**src/ppvs_defines.svh**
```systemverilog
// Timing, raster and limit constants for the panel power and video sequencer
`ifndef PPVS_DEFINES_SVH
`define PPVS_DEFINES_SVH
`define PPVS_CLK_HZ 40000000
`define PPVS_MS_CYC (`PPVS_CLK_HZ / 1000)
`define PPVS_HPD_MAX_MS 200
`define PPVS_BLACK_MAX_MS 200
`define PPVS_SHOW_MAX_MS 50
`define PPVS_BLANK_TYP_MS 64
`define PPVS_END_MAX_MS 500
`define PPVS_OFF_MIN_MS 500
`define PPVS_HPD_MS 20
`define PPVS_CAPS_MS 5
`define PPVS_TRAIN_MS 2
`define PPVS_IDLE_MS 2
`define PPVS_BL_ON_MS 60
`define PPVS_BL_OFF_MS 10
`define PPVS_END_MS 20
`define PPVS_H_TOTAL 4000
`define PPVS_H_ACT 3840
`define PPVS_V_TOTAL 2222
`define PPVS_V_ACT 2160
`define PPVS_NOVID_BIT 3
`define PPVS_DIM_MIN_HZ 200
`define PPVS_DIM_MAX_HZ 10000
`define PPVS_DIM_MIN_CYC (`PPVS_CLK_HZ / `PPVS_DIM_MAX_HZ)
`define PPVS_DIM_MAX_CYC (`PPVS_CLK_HZ / `PPVS_DIM_MIN_HZ)
`define PPVS_DUTY_MIN 5
`define PPVS_DUTY_MAX 100
`endif

```
**src/ppvs_pkg.sv**
```systemverilog
// Types shared by both ends of the panel power and video sequencer
package ppvs_pkg;
   typedef enum logic [3:0] {
      SRC_OFF = 4'h0,
      SRC_PWR = 4'h1,
      SRC_CAPS = 4'h3,
      SRC_TRAIN = 4'h2,
      SRC_IDLE = 4'h6,
      SRC_VID = 4'h7,
      SRC_RUN = 4'h5,
      SRC_BLOFF = 4'h4,
      SRC_END = 4'hC,
      SRC_REST = 4'hD
   } ppvs_src_st_t;
   typedef enum logic [1:0] {
      PNL_OFF = 2'h0,
      PNL_BOOT = 2'h1,
      PNL_BLACK = 2'h3,
      PNL_SHOW = 2'h2
   } ppvs_pnl_st_t;
endpackage

```
**src/ppvs_if.sv**
```systemverilog
// Link between the video source and the panel
`timescale 1ns/1ps
interface ppvs_if;
   logic panel_logic_supply;
   logic hpd;
   logic aux_req;
   logic aux_ack;
   logic link_train;
   logic link_idle;
   logic vid_de;
   logic [7:0] vbid;
   logic [11:0] msa_hact;
   logic [11:0] msa_vact;
   logic backlight_on;
   logic backlight_dim_pulse;
   logic overdrive_select;
   logic panel_selftest_enable;
   modport source (
      output panel_logic_supply, aux_req, link_train, link_idle, vid_de, vbid,
      output msa_hact, msa_vact, backlight_on, backlight_dim_pulse,
      output overdrive_select, panel_selftest_enable,
      input hpd, aux_ack
   );
   modport panel (
      input panel_logic_supply, aux_req, link_train, link_idle, vid_de, vbid,
      input msa_hact, msa_vact, backlight_on, backlight_dim_pulse,
      input overdrive_select, panel_selftest_enable,
      output hpd, aux_ack
   );
endinterface

```
**src/ppvs_source.sv**
```systemverilog
// Source end: panel power, link bring-up, video raster, backlight ordering and dimming
`timescale 1ns/1ps
`include "ppvs_defines.svh"
module ppvs_source #(
   parameter int MS_CYC = `PPVS_MS_CYC,
   parameter int CAPS_MS = `PPVS_CAPS_MS,
   parameter int TRAIN_MS = `PPVS_TRAIN_MS,
   parameter int IDLE_MS = `PPVS_IDLE_MS,
   parameter int BL_ON_MS = `PPVS_BL_ON_MS,
   parameter int BL_OFF_MS = `PPVS_BL_OFF_MS,
   parameter int END_MS = `PPVS_END_MS,
   parameter int OFF_MS = `PPVS_OFF_MIN_MS,
   parameter int H_TOTAL = `PPVS_H_TOTAL,
   parameter int H_ACT = `PPVS_H_ACT,
   parameter int V_TOTAL = `PPVS_V_TOTAL,
   parameter int V_ACT = `PPVS_V_ACT
) (
   // System
   input wire logic clk,
   input wire logic rstn,
   input wire logic sync_rst,
   // User control
   input wire logic power_req,
   input wire logic od_req,
   input wire logic psr_req,
   input wire logic selftest_req,
   input wire logic [17:0] dim_period,
   input wire logic [6:0] dim_duty,
   // Status
   output logic powered,
   output logic video_on,
   output logic off_done,
   // Link
   ppvs_if.source lnk
);
   ppvs_pkg::ppvs_src_st_t st_r, st_nxt;
   logic [15:0] tick_r, tick_nxt;
   logic [9:0] ms_r, ms_nxt;
   logic caps_r, caps_nxt, req_r, req_nxt;
   logic [11:0] h_r, h_nxt, v_r, v_nxt;
   logic de_r, de_nxt, send;
   logic [17:0] dcnt_r, dcnt_nxt, per;
   logic [24:0] on_cyc;
   logic dim_r, dim_nxt;
   logic od_r, od_nxt, st_en_r, st_en_nxt;
   logic tick;

   // Clamp a value into [lo, hi]
   function automatic logic [17:0] clamp18(input logic [17:0] x, input logic [17:0] lo,
                                            input logic [17:0] hi);
      clamp18 = (x < lo) ? lo : ((x > hi) ? hi : x);
   endfunction

   // Elapsed milliseconds in the current state reached the limit
   function automatic logic ms_done(input logic [9:0] ms, input int lim);
      ms_done = (ms >= 10'(lim));
   endfunction

   assign tick = (tick_r == 16'(MS_CYC - 1));
   assign send = (st_r == ppvs_pkg::SRC_VID) || (st_r == ppvs_pkg::SRC_RUN)
      || (st_r == ppvs_pkg::SRC_BLOFF);

   always_comb begin
      st_nxt = st_r;
      caps_nxt = caps_r;
      req_nxt = 1'b0;
      unique case (st_r)
         ppvs_pkg::SRC_OFF: begin
            caps_nxt = 1'b0;
            if (power_req) begin
               st_nxt = ppvs_pkg::SRC_PWR;
            end
         end
         ppvs_pkg::SRC_PWR: begin
            // Early polling is allowed; unanswered requests are simply repeated
            req_nxt = !lnk.aux_ack;
            if (lnk.hpd) begin
               st_nxt = ppvs_pkg::SRC_CAPS;
            end
         end
         ppvs_pkg::SRC_CAPS: begin
            if (lnk.aux_ack) begin
               caps_nxt = 1'b1;
            end
            req_nxt = !caps_r && !lnk.aux_ack;
            if (caps_r && ms_done(ms_r, CAPS_MS)) begin
               st_nxt = ppvs_pkg::SRC_TRAIN;
            end
         end
         ppvs_pkg::SRC_TRAIN: begin
            if (ms_done(ms_r, TRAIN_MS)) begin
               st_nxt = ppvs_pkg::SRC_IDLE;
            end
         end
         ppvs_pkg::SRC_IDLE: begin
            if (ms_done(ms_r, IDLE_MS)) begin
               st_nxt = ppvs_pkg::SRC_VID;
            end
         end
         ppvs_pkg::SRC_VID: begin
            if (ms_done(ms_r, BL_ON_MS)) begin
               st_nxt = ppvs_pkg::SRC_RUN;
            end
         end
         ppvs_pkg::SRC_RUN: begin
            if (!power_req) begin
               st_nxt = ppvs_pkg::SRC_BLOFF;
            end
         end
         ppvs_pkg::SRC_BLOFF: begin
            // Video keeps flowing until the backlight has had time to go dark
            if (ms_done(ms_r, BL_OFF_MS)) begin
               st_nxt = ppvs_pkg::SRC_END;
            end
         end
         ppvs_pkg::SRC_END: begin
            if (ms_done(ms_r, END_MS) || ms_done(ms_r, `PPVS_END_MAX_MS)) begin
               st_nxt = ppvs_pkg::SRC_REST;
            end
         end
         ppvs_pkg::SRC_REST: begin
            if (ms_done(ms_r, OFF_MS)) begin
               st_nxt = ppvs_pkg::SRC_OFF;
            end
         end
         default: begin
            st_nxt = ppvs_pkg::SRC_OFF;
         end
      endcase
      // Power drop before the backlight came on skips straight to the end
      if (!power_req && (st_r == ppvs_pkg::SRC_PWR || st_r == ppvs_pkg::SRC_CAPS
          || st_r == ppvs_pkg::SRC_TRAIN || st_r == ppvs_pkg::SRC_IDLE
          || st_r == ppvs_pkg::SRC_VID)) begin
         st_nxt = ppvs_pkg::SRC_END;
      end
      if (sync_rst) begin
         st_nxt = ppvs_pkg::SRC_OFF;
         req_nxt = 1'b0;
      end
      tick_nxt = (tick || st_nxt != st_r) ? 16'h0000 : tick_r + 16'h0001;
      if (st_nxt != st_r) begin
         ms_nxt = 10'h000;
      end else begin
         ms_nxt = (tick && ms_r != 10'h3FF) ? ms_r + 10'h001 : ms_r;
      end
   end

   // Raster generator, data-enable only
   always_comb begin
      h_nxt = 12'h000;
      v_nxt = 12'h000;
      if (send) begin
         h_nxt = (h_r == 12'(H_TOTAL - 1)) ? 12'h000 : h_r + 12'h001;
         v_nxt = v_r;
         if (h_r == 12'(H_TOTAL - 1)) begin
            v_nxt = (v_r == 12'(V_TOTAL - 1)) ? 12'h000 : v_r + 12'h001;
         end
      end
      de_nxt = (st_nxt == ppvs_pkg::SRC_VID || st_nxt == ppvs_pkg::SRC_RUN
         || st_nxt == ppvs_pkg::SRC_BLOFF) && (h_nxt < 12'(H_ACT)) && (v_nxt < 12'(V_ACT));
   end

   // Dimming pulse; out-of-range settings are pulled into the legal window
   always_comb begin
      per = clamp18(dim_period, 18'(`PPVS_DIM_MIN_CYC), 18'(`PPVS_DIM_MAX_CYC));
      on_cyc = 25'((25'(per) * 25'(clamp18(18'(dim_duty), 18'(`PPVS_DUTY_MIN),
         18'(`PPVS_DUTY_MAX)))) / 25'd100);
      dcnt_nxt = (dcnt_r >= per - 18'h00001) ? 18'h00000 : dcnt_r + 18'h00001;
      dim_nxt = (st_nxt == ppvs_pkg::SRC_RUN) && (25'(dcnt_nxt) < on_cyc);
      // Overdrive held low unless asked for, and never alongside self refresh
      od_nxt = od_req && !psr_req && (st_nxt != ppvs_pkg::SRC_OFF)
         && (st_nxt != ppvs_pkg::SRC_REST);
      st_en_nxt = selftest_req && (st_nxt != ppvs_pkg::SRC_OFF)
         && (st_nxt != ppvs_pkg::SRC_REST);
   end

   always_ff @(posedge clk or negedge rstn) begin
      if (!rstn) begin
         st_r <= ppvs_pkg::SRC_OFF;
         tick_r <= 16'h0000;
         ms_r <= 10'h000;
         caps_r <= 1'b0;
         req_r <= 1'b0;
         h_r <= 12'h000;
         v_r <= 12'h000;
         de_r <= 1'b0;
         dcnt_r <= 18'h00000;
         dim_r <= 1'b0;
         od_r <= 1'b0;
         st_en_r <= 1'b0;
      end else begin
         st_r <= st_nxt;
         tick_r <= tick_nxt;
         ms_r <= ms_nxt;
         caps_r <= caps_nxt;
         req_r <= req_nxt;
         h_r <= h_nxt;
         v_r <= v_nxt;
         de_r <= de_nxt;
         dcnt_r <= dcnt_nxt;
         dim_r <= dim_nxt;
         od_r <= od_nxt;
         st_en_r <= st_en_nxt;
      end
   end

   // Every pin toward the panel is low whenever its supply is off
   assign lnk.panel_logic_supply = (st_r != ppvs_pkg::SRC_OFF) && (st_r != ppvs_pkg::SRC_REST);
   assign lnk.aux_req = req_r;
   assign lnk.link_train = (st_r == ppvs_pkg::SRC_TRAIN);
   assign lnk.link_idle = (st_r == ppvs_pkg::SRC_IDLE);
   assign lnk.vid_de = de_r;
   // No-video flag marks every on-state without a stream
   assign lnk.vbid = {4'h0, lnk.panel_logic_supply && !send, 3'h0};
   assign lnk.msa_hact = send ? 12'(H_ACT) : 12'h000;
   assign lnk.msa_vact = send ? 12'(V_ACT) : 12'h000;
   assign lnk.backlight_on = (st_r == ppvs_pkg::SRC_RUN);
   assign lnk.backlight_dim_pulse = dim_r;
   assign lnk.overdrive_select = od_r;
   assign lnk.panel_selftest_enable = st_en_r;
   assign powered = lnk.panel_logic_supply;
   assign video_on = send;
   assign off_done = (st_r == ppvs_pkg::SRC_OFF);
endmodule

```
**src/flat_wrapper.sv**
```systemverilog
// flat-port wrapper written by rule: the top's interface ports become plain ports
module ppvs_source_flat 
#(
   parameter int MS_CYC = `PPVS_MS_CYC,
   parameter int CAPS_MS = `PPVS_CAPS_MS,
   parameter int TRAIN_MS = `PPVS_TRAIN_MS,
   parameter int IDLE_MS = `PPVS_IDLE_MS,
   parameter int BL_ON_MS = `PPVS_BL_ON_MS,
   parameter int BL_OFF_MS = `PPVS_BL_OFF_MS,
   parameter int END_MS = `PPVS_END_MS,
   parameter int OFF_MS = `PPVS_OFF_MIN_MS,
   parameter int H_TOTAL = `PPVS_H_TOTAL,
   parameter int H_ACT = `PPVS_H_ACT,
   parameter int V_TOTAL = `PPVS_V_TOTAL,
   parameter int V_ACT = `PPVS_V_ACT
)
  (clk, rstn, sync_rst, power_req, od_req, psr_req, selftest_req, dim_period, dim_duty, powered, video_on, off_done, lnk_panel_logic_supply, lnk_aux_req, lnk_link_train, lnk_link_idle, lnk_vid_de, lnk_vbid, lnk_msa_hact, lnk_msa_vact, lnk_backlight_on, lnk_backlight_dim_pulse, lnk_overdrive_select, lnk_panel_selftest_enable, lnk_hpd, lnk_aux_ack);
  ppvs_if lnk_i ();
  input wire logic clk;
  input wire logic rstn;
  input wire logic sync_rst;
  input wire logic power_req;
  input wire logic od_req;
  input wire logic psr_req;
  input wire logic selftest_req;
  input wire logic [17:0] dim_period;
  input wire logic [6:0] dim_duty;
  output logic powered;
  output logic video_on;
  output logic off_done;
  output wire logic [$bits(lnk_i.panel_logic_supply)-1:0] lnk_panel_logic_supply;
  output wire logic [$bits(lnk_i.aux_req)-1:0] lnk_aux_req;
  output wire logic [$bits(lnk_i.link_train)-1:0] lnk_link_train;
  output wire logic [$bits(lnk_i.link_idle)-1:0] lnk_link_idle;
  output wire logic [$bits(lnk_i.vid_de)-1:0] lnk_vid_de;
  output wire logic [$bits(lnk_i.vbid)-1:0] lnk_vbid;
  output wire logic [$bits(lnk_i.msa_hact)-1:0] lnk_msa_hact;
  output wire logic [$bits(lnk_i.msa_vact)-1:0] lnk_msa_vact;
  output wire logic [$bits(lnk_i.backlight_on)-1:0] lnk_backlight_on;
  output wire logic [$bits(lnk_i.backlight_dim_pulse)-1:0] lnk_backlight_dim_pulse;
  output wire logic [$bits(lnk_i.overdrive_select)-1:0] lnk_overdrive_select;
  output wire logic [$bits(lnk_i.panel_selftest_enable)-1:0] lnk_panel_selftest_enable;
  input wire logic [$bits(lnk_i.hpd)-1:0] lnk_hpd;
  input wire logic [$bits(lnk_i.aux_ack)-1:0] lnk_aux_ack;
  assign lnk_panel_logic_supply = lnk_i.panel_logic_supply;
  assign lnk_aux_req = lnk_i.aux_req;
  assign lnk_link_train = lnk_i.link_train;
  assign lnk_link_idle = lnk_i.link_idle;
  assign lnk_vid_de = lnk_i.vid_de;
  assign lnk_vbid = lnk_i.vbid;
  assign lnk_msa_hact = lnk_i.msa_hact;
  assign lnk_msa_vact = lnk_i.msa_vact;
  assign lnk_backlight_on = lnk_i.backlight_on;
  assign lnk_backlight_dim_pulse = lnk_i.backlight_dim_pulse;
  assign lnk_overdrive_select = lnk_i.overdrive_select;
  assign lnk_panel_selftest_enable = lnk_i.panel_selftest_enable;
  assign lnk_i.hpd = lnk_hpd;
  assign lnk_i.aux_ack = lnk_aux_ack;
  ppvs_source #(.MS_CYC(MS_CYC), .CAPS_MS(CAPS_MS), .TRAIN_MS(TRAIN_MS), .IDLE_MS(IDLE_MS), .BL_ON_MS(BL_ON_MS), .BL_OFF_MS(BL_OFF_MS), .END_MS(END_MS), .OFF_MS(OFF_MS), .H_TOTAL(H_TOTAL), .H_ACT(H_ACT), .V_TOTAL(V_TOTAL), .V_ACT(V_ACT)) u_core (.clk(clk), .rstn(rstn), .sync_rst(sync_rst), .power_req(power_req), .od_req(od_req), .psr_req(psr_req), .selftest_req(selftest_req), .dim_period(dim_period), .dim_duty(dim_duty), .powered(powered), .video_on(video_on), .off_done(off_done), .lnk(lnk_i));
endmodule
```
**config.mk**
```make
export PLATFORM = sky130hd
export DESIGN_NAME = ppvs_source_flat
export DESIGN_NICKNAME = d
export VERILOG_FILES = /design/src/ppvs_pkg.sv /design/src/ppvs_if.sv /design/src/ppvs_source.sv /design/src/flat_wrapper.sv
export VERILOG_INCLUDE_DIRS = /design/src
export SDC_FILE = /design/constraint.sdc
export NUM_CORES = 1
export LEC_CHECK = 0
export ABC_AREA = 1
export BUFFER_PORTS_ARGS = -buffer_cell sky130_fd_sc_hd__buf_2
export CAP_MARGIN = 5
export CORE_MARGIN = 2
export CORE_UTILIZATION = 30
export CTS_BUF_LIST = sky130_fd_sc_hd__clkbuf_8
export CTS_CLUSTER_SIZE = 16
export DETAILED_ROUTE_END_ITERATION = 8
export PLACE_DENSITY = 0.54
export SETUP_SLACK_MARGIN = 0.02
export SYNTH_ARGS = -nofsm -noshare
export SYNTH_HDL_FRONTEND = slang
export SYNTH_SLANG_ARGS = --single-unit
```
**constraint.sdc**
```tcl
create_clock -name clk -period 3.25 [get_ports clk]
set_input_delay 0 -clock clk [delete_from_list [all_inputs] [get_ports clk]]
set_output_delay 0 -clock clk [all_outputs]
set_load 0.02 [all_outputs]
```
=== Yosys cells after proc, flatten, opt, wreduce, memory -nomap -nowiden ===
Cells that the tools add are included.

* Add/sub/neg operators: 6
* Multipliers: 1
* Divide/modulo/power cells: 1
* Order comparisons: 14
* Equal/unequal tests: 20
* Multiplexer cells: 32
* Reduce and logical (&&, ||, !) cells: 35

{| class="wikitable"
|+ Operator list
! cell !! number
|-
| $mux 12 || 7
|-
| $mux 18 || 4
|-
| $mux 4 || 12
|-
| $pmux 4 s10 || 1
|-
| $eq 4x3->1 const B || 7
|-
| $div 25x7->25 const B || 1
|-
| $lt 18x25->1 || 1
|-
| $mul 18x18->25 || 1
|-
| $add 12x1->12 const B || 2
|-
| $eq 12x12->1 const B || 2
|-
| $lt 12x12->1 const B || 2
|-
| $mux 10 || 2
|-
| $add 18x1->18 const B || 1
|-
| $ge 18x18->1 || 1
|-
| $gt 18x18->1 const B || 1
|-
| $lt 18x12->1 const B || 1
|-
| $sub 18x1->18 const B || 1
|-
| $add 16x1->16 const B || 1
|-
| $eq 16x16->1 const B || 1
|-
| $mux 16 || 1
|-
| $logic_and 1x1->1 || 14
|-
| $add 10x1->10 const B || 1
|-
| $ge 10x2->1 const B || 1
|-
| $ge 10x3->1 const B || 1
|-
| other kinds (22) || 42
|}

* Register bits: 78
* Input bits: 34
* Output and inout port bits: 44
* Word-level logic and storage cells: 121

=== Longest topological paths before layout ===
Gate-level depths: netlist of run 1.

* Word-level depth: 13
* Mapped depth: 129
* Mapped depth without buffers: 129

=== Least setup slack after synthesis of run 1 ===
Ideal clock, no wire load.

* Path kind: in2reg
* From: in dim_duty[5]
* To: reg u_core.dim_r, in the netlist u_core.lnk.backlight_dim_pulse
* Setup time: 77 ps
* Arrival: 12501 ps
* Slack: -9329 ps
* Stages on the path: 106
* Cell sequence: clkbuf_1 -> inv_1 -> nand3_1 -> inv_1 -> nor3_1 -> clkbuf_1 -> nor2_1 -> fa_1 -> inv_1 -> fa_1 -> inv_1 -> fa_1 -> ha_1 -> inv_1 -> fa_1 -> inv_1 -> ha_1 -> nand2_1 -> [... 70 more ...] -> nor2_2 -> nand2_2 -> nand2_4 -> nand2_2 -> nand3_2 -> nand3_2 -> nand2_2 -> nand2_2 -> nand4_1 -> nand2_2 -> nand2_1 -> inv_1 -> ha_1 -> nand3_1 -> a31oi_1 -> a2111oi_0 -> nand2_1 -> a21oi_1

* Cells in the longest elaborated chain, start to end: 7
* Elaborated cells on any way between the ends: 8

{| class="wikitable"
|+ RTL lines
! what !! RTL line !! RTL
|-
| start, declared || flat_wrapper.sv:27 || <nowiki>input wire logic [6:0] dim_duty;</nowiki>
|-
| $gt 7x7->1 || ppvs_source.sv:51 || <nowiki>clamp18 = (x < lo) ? lo : ((x > hi) ? hi : x);</nowiki>
|-
| $mux 7 || ppvs_source.sv:51 ||
|-
| $mux 18 (*) || ppvs_source.sv:51 ||
|-
| $mul 18x18->25 (*) || ppvs_source.sv:166 || <nowiki>on_cyc = 25'((25'(per) * 25'(clamp18(18'(dim_duty), 18'(`PPVS_DUTY_MIN),</nowiki>
|-
| $div 25x7->25 (*) || ppvs_source.sv:166 ||
|-
| $lt 18x25->1 (*) || ppvs_source.sv:169 || <nowiki>dim_nxt = (st_nxt == ppvs_pkg::SRC_RUN) && (25'(dcnt_nxt) < on_cyc);</nowiki>
|-
| $logic_and 1x1->1 (*) || ppvs_source.sv:169 ||
|-
| net u_core.dim_nxt || ppvs_source.sv:44 || <nowiki>logic dim_r, dim_nxt;</nowiki>
|-
| end signal, assigned || ppvs_source.sv:201 || <nowiki>dim_r <= dim_nxt;</nowiki>
|-
| end, declared || ppvs_source.sv:44 ||
|}

The timed path passes the listed nets; every way through them passes the cells marked *.
A chain may end at the register's enable or synchronous reset.

=== Worst setup path after layout of run 1 ===
* From: in dim_period[13]
* To: reg u_core.dim_r, in the netlist u_core.lnk.backlight_dim_pulse

* Cells in the longest elaborated chain, start to end: 8
* Elaborated cells on any way between the ends: 11

{| class="wikitable"
|+ RTL lines
! what !! RTL line !! RTL
|-
| start, declared || flat_wrapper.sv:26 || <nowiki>input wire logic [17:0] dim_period;</nowiki>
|-
| $gt 18x18->1 || ppvs_source.sv:51 ||
|-
| $mux 18 || ppvs_source.sv:51 ||
|-
| $mux 18 (*) || ppvs_source.sv:51 ||
|-
| parallel branches: the longest is 3 deep, another holds $mul 18x18->25 || n/a ||
|-
| $lt 18x25->1 (*) || ppvs_source.sv:169 ||
|-
| $logic_and 1x1->1 (*) || ppvs_source.sv:169 ||
|-
| net u_core.dim_nxt || ppvs_source.sv:44 ||
|}

Mark *: on every way through the listed nets, which the timed path passes.

==> impl_metrics.tcl, run 1 <==
set metrics [dict create \
    synth_area_per_cell_um2 6.69 \
    ys_async_sr_fraction_pct 100 \
    cpMostUsedCell "nand2_4" \
    crit_slowest_cell "fa_1" \
    rsz0062_at_grt "yes" \
    post-dp-hpwl_um 28600 \
    wl_per_cell_um 11.9 \
    reg2regPathDepth 22 \
    synth.distinct_cells 51 \
    io_buffer_count 54 \
    synth_cells 1995 \
    grt-ovfl-total 0 \
    multi_input_comb_area_mm2 0.0113 \
    hold_class "input port to flip-flop" \
    crit_path_max_fanout 6 \
    whs_endpoint "u_core.st_r[2]" \
    cp-start-kind "input port" \
    fin_crit_sh_pct 393 \
    synth_area_leaders "dfrtp_1 15%, fa_1 12%, ha_1 12%" \
    grt_start_max_net_pins 79 \
    cts_tree "yes" \
    ant_nets 0 \
    die_height_um 215 \
    via_count 13600 \
    synth_top_cell_by_area "dfrtp_1" \
    first_pass_iters 5 \
    cts-root-buf "clkbuf_8" \
    grt_pass1_wl_um 62000 \
    critPathKind "input port to flip-flop" \
    hold_slack_ns 0.150 \
    setup_viol 19 \
    synth-edff-count 0 \
    synth.most_common_cell "nand2_1" \
    start_util_pct 30.3 \
    yosysTopAreaCellShare_pct 14.6 \
    status "finished, violations left" \
    min_path_cells 4 \
    vias_per_cell 4.50 \
    slew-limit-headroom_pct 32.5 \
    hold_path_startpoint "power_req" \
    r2r_end "u_core.lnk.backlight_dim_pulse" \
    synth_seq_area_share_pct 14.6 \
    maxCapViolCount 0 \
    first_iter_violations 505 \
    r2r_slack_ns -0.23 \
    cts.sinks 78 \
    fp-row-count 77 \
    core-area_mm2 0.0440 \
    fp.dieArea_mm2 0.0462 \
    setup_ws_ns -9.53 \
    die_x_um 215 \
    ys_seq_elements 78 \
    grt_pass1_vias 13800 \
    clk_pin_slew_ns 0.08 \
    violations "setup timing" \
    drc_errors 0 \
    register_area_mm2 0.00195 \
    drive_gt1_share_pct 35.8 \
    diodes 0 \
    arrival_ns 13.07 \
    antenna_found_initial 0 \
    finalCriticalPeriod_ns 12.78 \
    cts_buffer_depth 2 \
    hold_viol 0 \
    ctsHtreeMaxLevel 3 \
    area_delta_synth_final_pct 43.3 \
    cts_buffers 9 \
    synth_ff_type "dfrtp_1" \
    fmax_ghz 0.0782 \
    synthesis.area_mm2 0.0134 \
    track_usage_pct 15.7 \
    clock_latency_ns 0.37 \
    slowest_delay_ns 0.56 \
    drt_wl_total_um 35900 \
    yosys_warnings 0 \
    drv_slew 0 \
    r2r-start "u_core.dcnt_r[1]" \
    worstPathRequired_ns 3.54 \
    io_pins 78 \
    synthTopCellsByCount "403 x nand2_1, 380 x inv_1, 248 x nor2_1" \
    place_congestion 0.865 \
    cp-end-kind "flip-flop" \
    nFillCells 4499 \
    finalClockSkew_ns 0.0187 \
    worstMarginPinSlew_ns 1.01 \
    nets 2677 \
]
[final cells by class]
class | instances | share of cell area, %
clock buffers | 9 | 0.647
clock inverters | 7 | 0.262
inverters | 414 | 8.17
multi-input cells | 1479 | 59.0
flip-flops and latches | 78 | 10.2
well taps | 592 | 3.87
repair buffers | 449 | 17.8
[metal layers]
layer  share of wire [%]  wire [um]  track usage [%]
met3                 1.8        647             1.25
met4                0.92        329             2.41
met1                  47      16900             20.5
met2                  50      18100             28.5
met5                   0          0                0
[cell families (layout without fill, tap and decap cells)]
kind of cell	after synthesis	in the layout	share of synthesized area, %
flip-flops	78	78	14.6
buffers and inverters	460	879	13.8
AO/OA/AOI/OAI	168	168	7.03
XOR/XNOR	52	52	3.41
AND/OR/NAND/NOR	1024	1024	36.6
other	1	23	0.0281
adder cells (fa/ha/maj)	212	212	24.5
[worst max path at each step]
stage                         from                              to
finish              dim_period[13]  u_core.lnk.backlight_dim_pulse
detailed placement   dim_period[7]  u_core.lnk.backlight_dim_pulse
global route        dim_period[13]  u_core.lnk.backlight_dim_pulse
global placement     dim_period[7]  u_core.lnk.backlight_dim_pulse
floorplan           dim_period[12]  u_core.lnk.backlight_dim_pulse
CTS                  dim_period[7]  u_core.lnk.backlight_dim_pulse
[per-stage QoR]
stage               instances  TNS (ns)  cell area, um2  util, %  setup WS (ns)
floorplan                2017    -11.60           13500        -          -9.00
global placement         2929    -23.49           16600     37.7          -9.90
detailed placement       2929    -24.72           16600     37.7         -10.27
CTS                      2995    -14.63           18200     41.4          -9.42
global route             3028    -21.60           19100     43.5         -10.55
finish                   3028    -16.48           19100     43.5          -9.53
[state kept, by name, summed over array words and instances, names as in the netlist]
register / count
u_core.v_r: 12
u_core.lnk.aux_req: 1
u_core.ms_r: 10
u_core.lnk.vid_de: 1
u_core.lnk.panel_selftest_enable: 1
u_core.lnk.overdrive_select: 1
u_core.lnk.backlight_dim_pulse: 1
u_core.caps_r: 1
u_core.dcnt_r: 18
u_core.tick_r: 16
u_core.h_r: 12
u_core.st_r: 4
[critical path: cells and delay by family]
| family | cells | cell delay (ns) |
|---|---|---|
| compound gates | 6 | 0.98 |
| fa+ha+maj | 7 | 2.73 |
| buf+inv | 10 | 0.66 |
| simple gates | 89 | 8.57 |
[repair_timing]
| action | 4_1_cts | 5_1_grt |
|---|---|---|
| hold buffers | 7 | 0 |
| setup buffers | 43 | 33 |
| cloned | 0 | 0 |
| resized for setup | 231 | 167 |
| pin swaps | 115 | 135 |
| setup endpoints to repair | 19 | 20 |
| endpoints found under the hold margin | 84 | 0 |
[cell usage in the layout (no fill, tap or decap), types with 13 or more instances in the layout]
cell type	count
nor3_1	29
xnor2_1	15
conb_1	23
nor2_4	27
nor2_2	23
buf_6	25
buf_4	362
nand4_1	35
nand3_1	94
o21ai_1	21
o21ai_0	30
a21oi_1	49
buf_2	50
inv_2	49
xor2_1	36
nand3_2	33
nand2_1	328
nand3_4	13
dfrtp_1	78
a21oi_2	18
nor2_1	213
ha_4	16
inv_1	358
nand2_2	88
fa_1	79
ha_1	108
nand2_4	73
Power of run 1 is left out: the tool's default activity adds up to more than one toggle a clock period on the data nets, which glitch-free logic cannot reach.
==> run 2, diff against run 1 <==
--- a/config.mk
+++ b/config.mk
@@ -14,7 +14,7 @@
 export CTS_BUF_LIST = sky130_fd_sc_hd__clkbuf_8
 export CTS_CLUSTER_SIZE = 16
 export DETAILED_ROUTE_END_ITERATION = 8
-export PLACE_DENSITY = 0.54
+export PLACE_DENSITY = 0.52
 export SETUP_SLACK_MARGIN = 0.02
 export SYNTH_ARGS = -nofsm -noshare
 export SYNTH_HDL_FRONTEND = slang
==> constraint.sdc (replaced) <==
create_clock -name clk -period 15.7 [get_ports clk]
set_input_delay 0 -clock clk [delete_from_list [all_inputs] [get_ports clk]]
set_output_delay 0 -clock clk [all_outputs]
set_load 0.02 [all_outputs]
==> impl_metrics.tcl, run 2 (synthesized netlist as in run 1, its figures left out) <==
set metrics [dict create \
    status "finished, final reports clean" \
    worstMarginPinSlew_ns 0.860 \
    clock_latency_ns 0.37 \
    drive_gt1_share_pct 12.0 \
    min_path_cells 3 \
    hold_viol 0 \
    place_congestion 0.873 \
    slew-limit-headroom_pct 42.5 \
    cts.sinks 78 \
    grt_pass1_wl_um 56300 \
    utilization_pct 33.0 \
    ant_nets 0 \
    wl_per_cell_um 12.0 \
    top_register "u_core.dcnt_r" \
    drv_slew 0 \
    dpl-instance-area_mm2 0.0142 \
    first_iter_violations 682 \
    fin_crit_sh_pct 89.1 \
    hold_class "input port to flip-flop" \
    io_pins 78 \
    core-area_mm2 0.0440 \
    fp-row-count 77 \
    setup_viol 0 \
    final.setup.tns_ns 0 \
    drt_wl_total_um 31800 \
    vias_per_cell 4.57 \
    worstPathRequired_ns 16.00 \
    cp-start-kind "input port" \
    crit_path_max_fanout 9 \
    critPathKind "input port to flip-flop" \
    start_util_pct 30.3 \
    cp-end-kind "flip-flop" \
    grt-ovfl-total 0 \
    nFillCells 4859 \
    diodes 0 \
    reg.largest.list "u_core.dcnt_r x18, u_core.tick_r x16" \
    io_buffer_count 54 \
    nets 2293 \
    final_common_cell "nand2_1" \
    fin_area_mm2 0.0145 \
    first_pass_iters 5 \
    post-dp-hpwl_um 26900 \
    final_cell_mix "402 x nand2_1, 381 x inv_1, 248 x nor2_1, 130 x nand3_1, 130 x ha_1" \
    largest_reg_flops 18 \
    via_count 12100 \
    register_area_mm2 0.00195 \
    track_usage_pct 14.4 \
    die_height_um 215 \
    r2r-start "u_core.dcnt_r[1]" \
    r2r_end "u_core.lnk.backlight_dim_pulse" \
    clk_pin_slew_ns 0.09 \
    area_delta_synth_final_pct 8.81 \
    grt_start_max_net_pins 43 \
    cts_buffer_depth 2 \
    cp-startpoint "dim_period[16]" \
    cts-root-buf "clkbuf_8" \
    cts_buffers 9 \
    rsz0062_at_grt "no" \
    antenna_found_initial 0 \
    finalClockSkew_ns 0.0122 \
    multi_input_comb_area_mm2 0.00968 \
    cts_setup_buffers 0 \
    reg2regPathDepth 20 \
    hold_path_startpoint "power_req" \
    r2r_slack_ns 11.81 \
    grt_pass1_vias 12200 \
    cpMostUsedCell "nand2_2" \
    arrival_ns 14.28 \
    slowest_delay_ns 0.53 \
    finalCriticalPeriod_ns 13.98 \
    fp.dieArea_mm2 0.0462 \
    ctsHtreeMaxLevel 3 \
    maxCapViolCount 0 \
    cts_tree "yes" \
    die_x_um 215 \
    drc_errors 0 \
    whs_endpoint "u_core.st_r[2]" \
    fmax_ghz 0.0715 \
    crit_slowest_cell "fa_1" \
]
-- run 2: changes by cell type in the layout (fill, tap and decap cells not counted), moves of 25 or more --
cell / previous run / this run
nand3_1: 94 / 130
nand3_2: 33 / 8
buf_6: 25 / 0
nand2_4: 73 / 24
nor2_1: 213 / 248
buf_4: 362 / 5
nand2_1: 328 / 402
-- run 2: cell type report --
class | instances | area share (%)
Tap cell | 592 | 5.10
Inverter | 414 | 10.7
Sequential cell | 78 | 13.4
Clock buffer | 9 | 0.853
Multi-Input combinational cell | 1479 | 66.7
Timing Repair Buffer | 65 | 2.57
Clock inverter | 7 | 0.672
-- run 2: worst max path at each step --
stage	end	slack (ns)	cells past startpoint
final	u_core.lnk.backlight_dim_pulse	1.72	112
after CTS	u_core.lnk.backlight_dim_pulse	1.08	102
after global routing	u_core.lnk.backlight_dim_pulse	0.13	114
after floorplan	u_core.lnk.backlight_dim_pulse	3.12	106
after global placement	u_core.lnk.backlight_dim_pulse	1.20	104
after detailed placement	u_core.lnk.backlight_dim_pulse	0.70	102
-- run 2: through the flow --
stage | cells | setup WS [ns] | hold slack [ns]
final | 2644 | 1.72 | 0.0716
after global placement | 2621 | 1.20 | 0.000121
after CTS | 2644 | 1.08 | 0.0354
after floorplan | 2017 | 3.12 | -0.296
after detailed placement | 2621 | 0.703 | 0.00285
after global routing | 2644 | 0.134 | 0.0604
-- run 2: per-layer routing --
layer / share of wire, % / global-route usage [%] / routed length (um)
met1: 49 / 18.9 / 15500
met4: 1.2 / 2.64 / 373
met2: 47 / 25.6 / 15100
met3: 2.5 / 1.44 / 809
met5: 0 / 0 / 0
-- run 2: what timing repair did --
action                                  4_1_cts  5_1_grt
endpoints found under the setup margin        0        1
endpoints found under the hold margin        42        0
resized for setup                             0       11
hold buffers                                  7        0
-- run 2: worst max-delay path, delay by kind of cell --
family	cells	cell delay, ns
AO/OA/AOI/OAI	4	0.64
adder cells (fa/ha/maj)	7	2.81
buffers and inverters	15	1.43
AND/OR/NAND/NOR	86	9.38
Power of run 2 is left out for the same reason.
==> run 3, diff against run 2 <==
--- a/config.mk
+++ b/config.mk
@@ -9,12 +9,14 @@
 export ABC_AREA = 1
 export BUFFER_PORTS_ARGS = -buffer_cell sky130_fd_sc_hd__buf_2
 export CAP_MARGIN = 5
+export CORE_ASPECT_RATIO = 1.25
 export CORE_MARGIN = 2
 export CORE_UTILIZATION = 30
 export CTS_BUF_LIST = sky130_fd_sc_hd__clkbuf_8
 export CTS_CLUSTER_SIZE = 16
 export DETAILED_ROUTE_END_ITERATION = 8
 export PLACE_DENSITY = 0.52
+export RECOVER_POWER = 100
 export SETUP_SLACK_MARGIN = 0.02
 export SYNTH_ARGS = -nofsm -noshare
 export SYNTH_HDL_FRONTEND = slang
==> impl_metrics.tcl, run 3 (synthesized netlist as in run 1, its figures left out) <==
set metrics [dict create \
    status "finished, violations left" \
    violations "capacitance limit, slew limit" \
    crit_path_max_fanout 18 \
    cpMostUsedCell "nand2_2" \
    cp-end-kind "flip-flop" \
    hold_viol 0 \
    worstMarginPinSlew_ns 4.33 \
    finalNonFillerCells 2623 \
    clk_pin_slew_ns 0.09 \
    drt_wl_total_um 32100 \
    grt_pass1_vias 12300 \
    cts-root-buf "clkbuf_8" \
    core-area_mm2 0.0440 \
    r2r-start "u_core.dcnt_r[4]" \
    fp-row-count 86 \
    r2r_end "u_core.lnk.backlight_dim_pulse" \
    finalCriticalPeriod_ns 14.16 \
    largest_reg_flops 18 \
    first_pass_iters 5 \
    io_pins 78 \
    hold_path_startpoint "power_req" \
    cts_buffer_depth 2 \
    cts.sinks 78 \
    critPathKind "input port to flip-flop" \
    start_util_pct 30.3 \
    maxCapViolCount 1 \
    ant_nets 0 \
    final_cell_mix "402 x nand2_1, 380 x inv_1, 248 x nor2_1, 131 x nand3_1, 130 x ha_1" \
    r2r_slack_ns 11.85 \
    setup_viol 0 \
    cp-start-kind "input port" \
    antenna_found_initial 0 \
    finalClockSkew_ns 0.0170 \
    worstPathRequired_ns 15.99 \
    wl_per_cell_um 12.2 \
    reg.largest.list "u_core.dcnt_r x18, u_core.tick_r x16" \
    via_count 12200 \
    die_x_um 193 \
    clock_latency_ns 0.38 \
    post-dp-hpwl_um 27000 \
    diodes 0 \
    track_usage_pct 14.6 \
    grt-ovfl-total 0 \
    fp.dieArea_mm2 0.0462 \
    drv_slew 79 \
    dp_cells 2600 \
    ctsHtreeMaxLevel 3 \
    fmax_ghz 0.0706 \
    drc_errors 0 \
    min_path_cells 3 \
    top_register "u_core.dcnt_r" \
    io_buffer_count 54 \
    cts_buffers 9 \
    slew-limit-headroom_pct -189 \
    final.setup.tns_ns 0 \
    final_common_cell "nand2_1" \
    place_congestion 0.881 \
    whs_endpoint "u_core.st_r[2]" \
    grt_start_max_net_pins 79 \
    area_delta_synth_final_pct 7.82 \
    drive_gt1_share_pct 10.6 \
    first_iter_violations 558 \
    hold_class "input port to flip-flop" \
    fin_crit_sh_pct 90.2 \
    grt_pass1_wl_um 55900 \
    reg2regPathDepth 18 \
    die_height_um 240 \
    arrival_ns 14.46 \
    vias_per_cell 4.64 \
    cts_tree "yes" \
    crit_slowest_cell "nand3_1" \
    nets 2292 \
    slowest_delay_ns 0.63 \
    rsz0062_at_grt "no" \
]
[run 3: worst max-delay path by stage]
stage | endpoint | slack (ns) | cells after the start | startpoint
2_1_floorplan | u_core.lnk.backlight_dim_pulse | 3.12 | 106 | dim_duty[5]
3_3_place_gp | u_core.lnk.backlight_dim_pulse | 1.28 | 104 | dim_period[7]
3_5_place_dp | u_core.lnk.backlight_dim_pulse | 0.87 | 104 | dim_period[14]
4_1_cts | u_core.lnk.backlight_dim_pulse | 1.23 | 104 | dim_period[6]
5_1_grt | u_core.lnk.backlight_dim_pulse | 0.04 | 106 | dim_duty[5]
6_report | u_core.lnk.backlight_dim_pulse | 1.54 | 105 | dim_duty[5]
[run 3: layout make-up]
cell class | instances | area, um2
Sequential cell | 78 | 1950
Clock buffer | 9 | 124
Multi-Input combinational cell | 1479 | 9650
Inverter | 414 | 1560
Timing Repair Buffer | 64 | 332
Fill cell | 4827 | 29600
Clock inverter | 7 | 66.3
Tap cell | 572 | 716
[run 3: timing repair]
action / in CTS / in global routing
endpoints found under the setup margin: 0 / 1
buffers inserted: 0 / 0
hold buffers: 7 / 0
endpoints found under the hold margin: 84 / 0
gates resized for setup: 0 / 3
[run 3: metal layers]
metal / global-route usage, % / part of all wire [%] / up-vias
met5: 0 / 0 / -
met1: 16.9 / 43 / 5685
met3: 1.26 / 2.1 / 25
met2: 28.6 / 53 / 144
met4: 2.96 / 1.8 / 0
li1: - / - / 6304
[run 3: critical path, delay by kind of cell]
family	cells	cell delay, ns
and+or+nand+nor	83	10.28
AOI/OAI and AO/OA	3	0.49
buffers and inverters	12	1.10
adders and majority gates	7	2.58
[run 3: through the flow]
step | setup WS, ns | hold WS (ns) | utilization (%) | cell area [um2]
final | 1.54 | 0.0903 | 32.7 | 14400
after global routing | 0.0415 | 0.0883 | 32.7 | 14400
after CTS | 1.23 | 0.0602 | 32.8 | 14400
after detailed placement | 0.865 | 0.171 | 32.2 | 14200
after global placement | 1.28 | 0.164 | 32.2 | 14200
after floorplan | 3.12 | -0.296 | - | 13400
Power of run 3 is left out for the same reason.
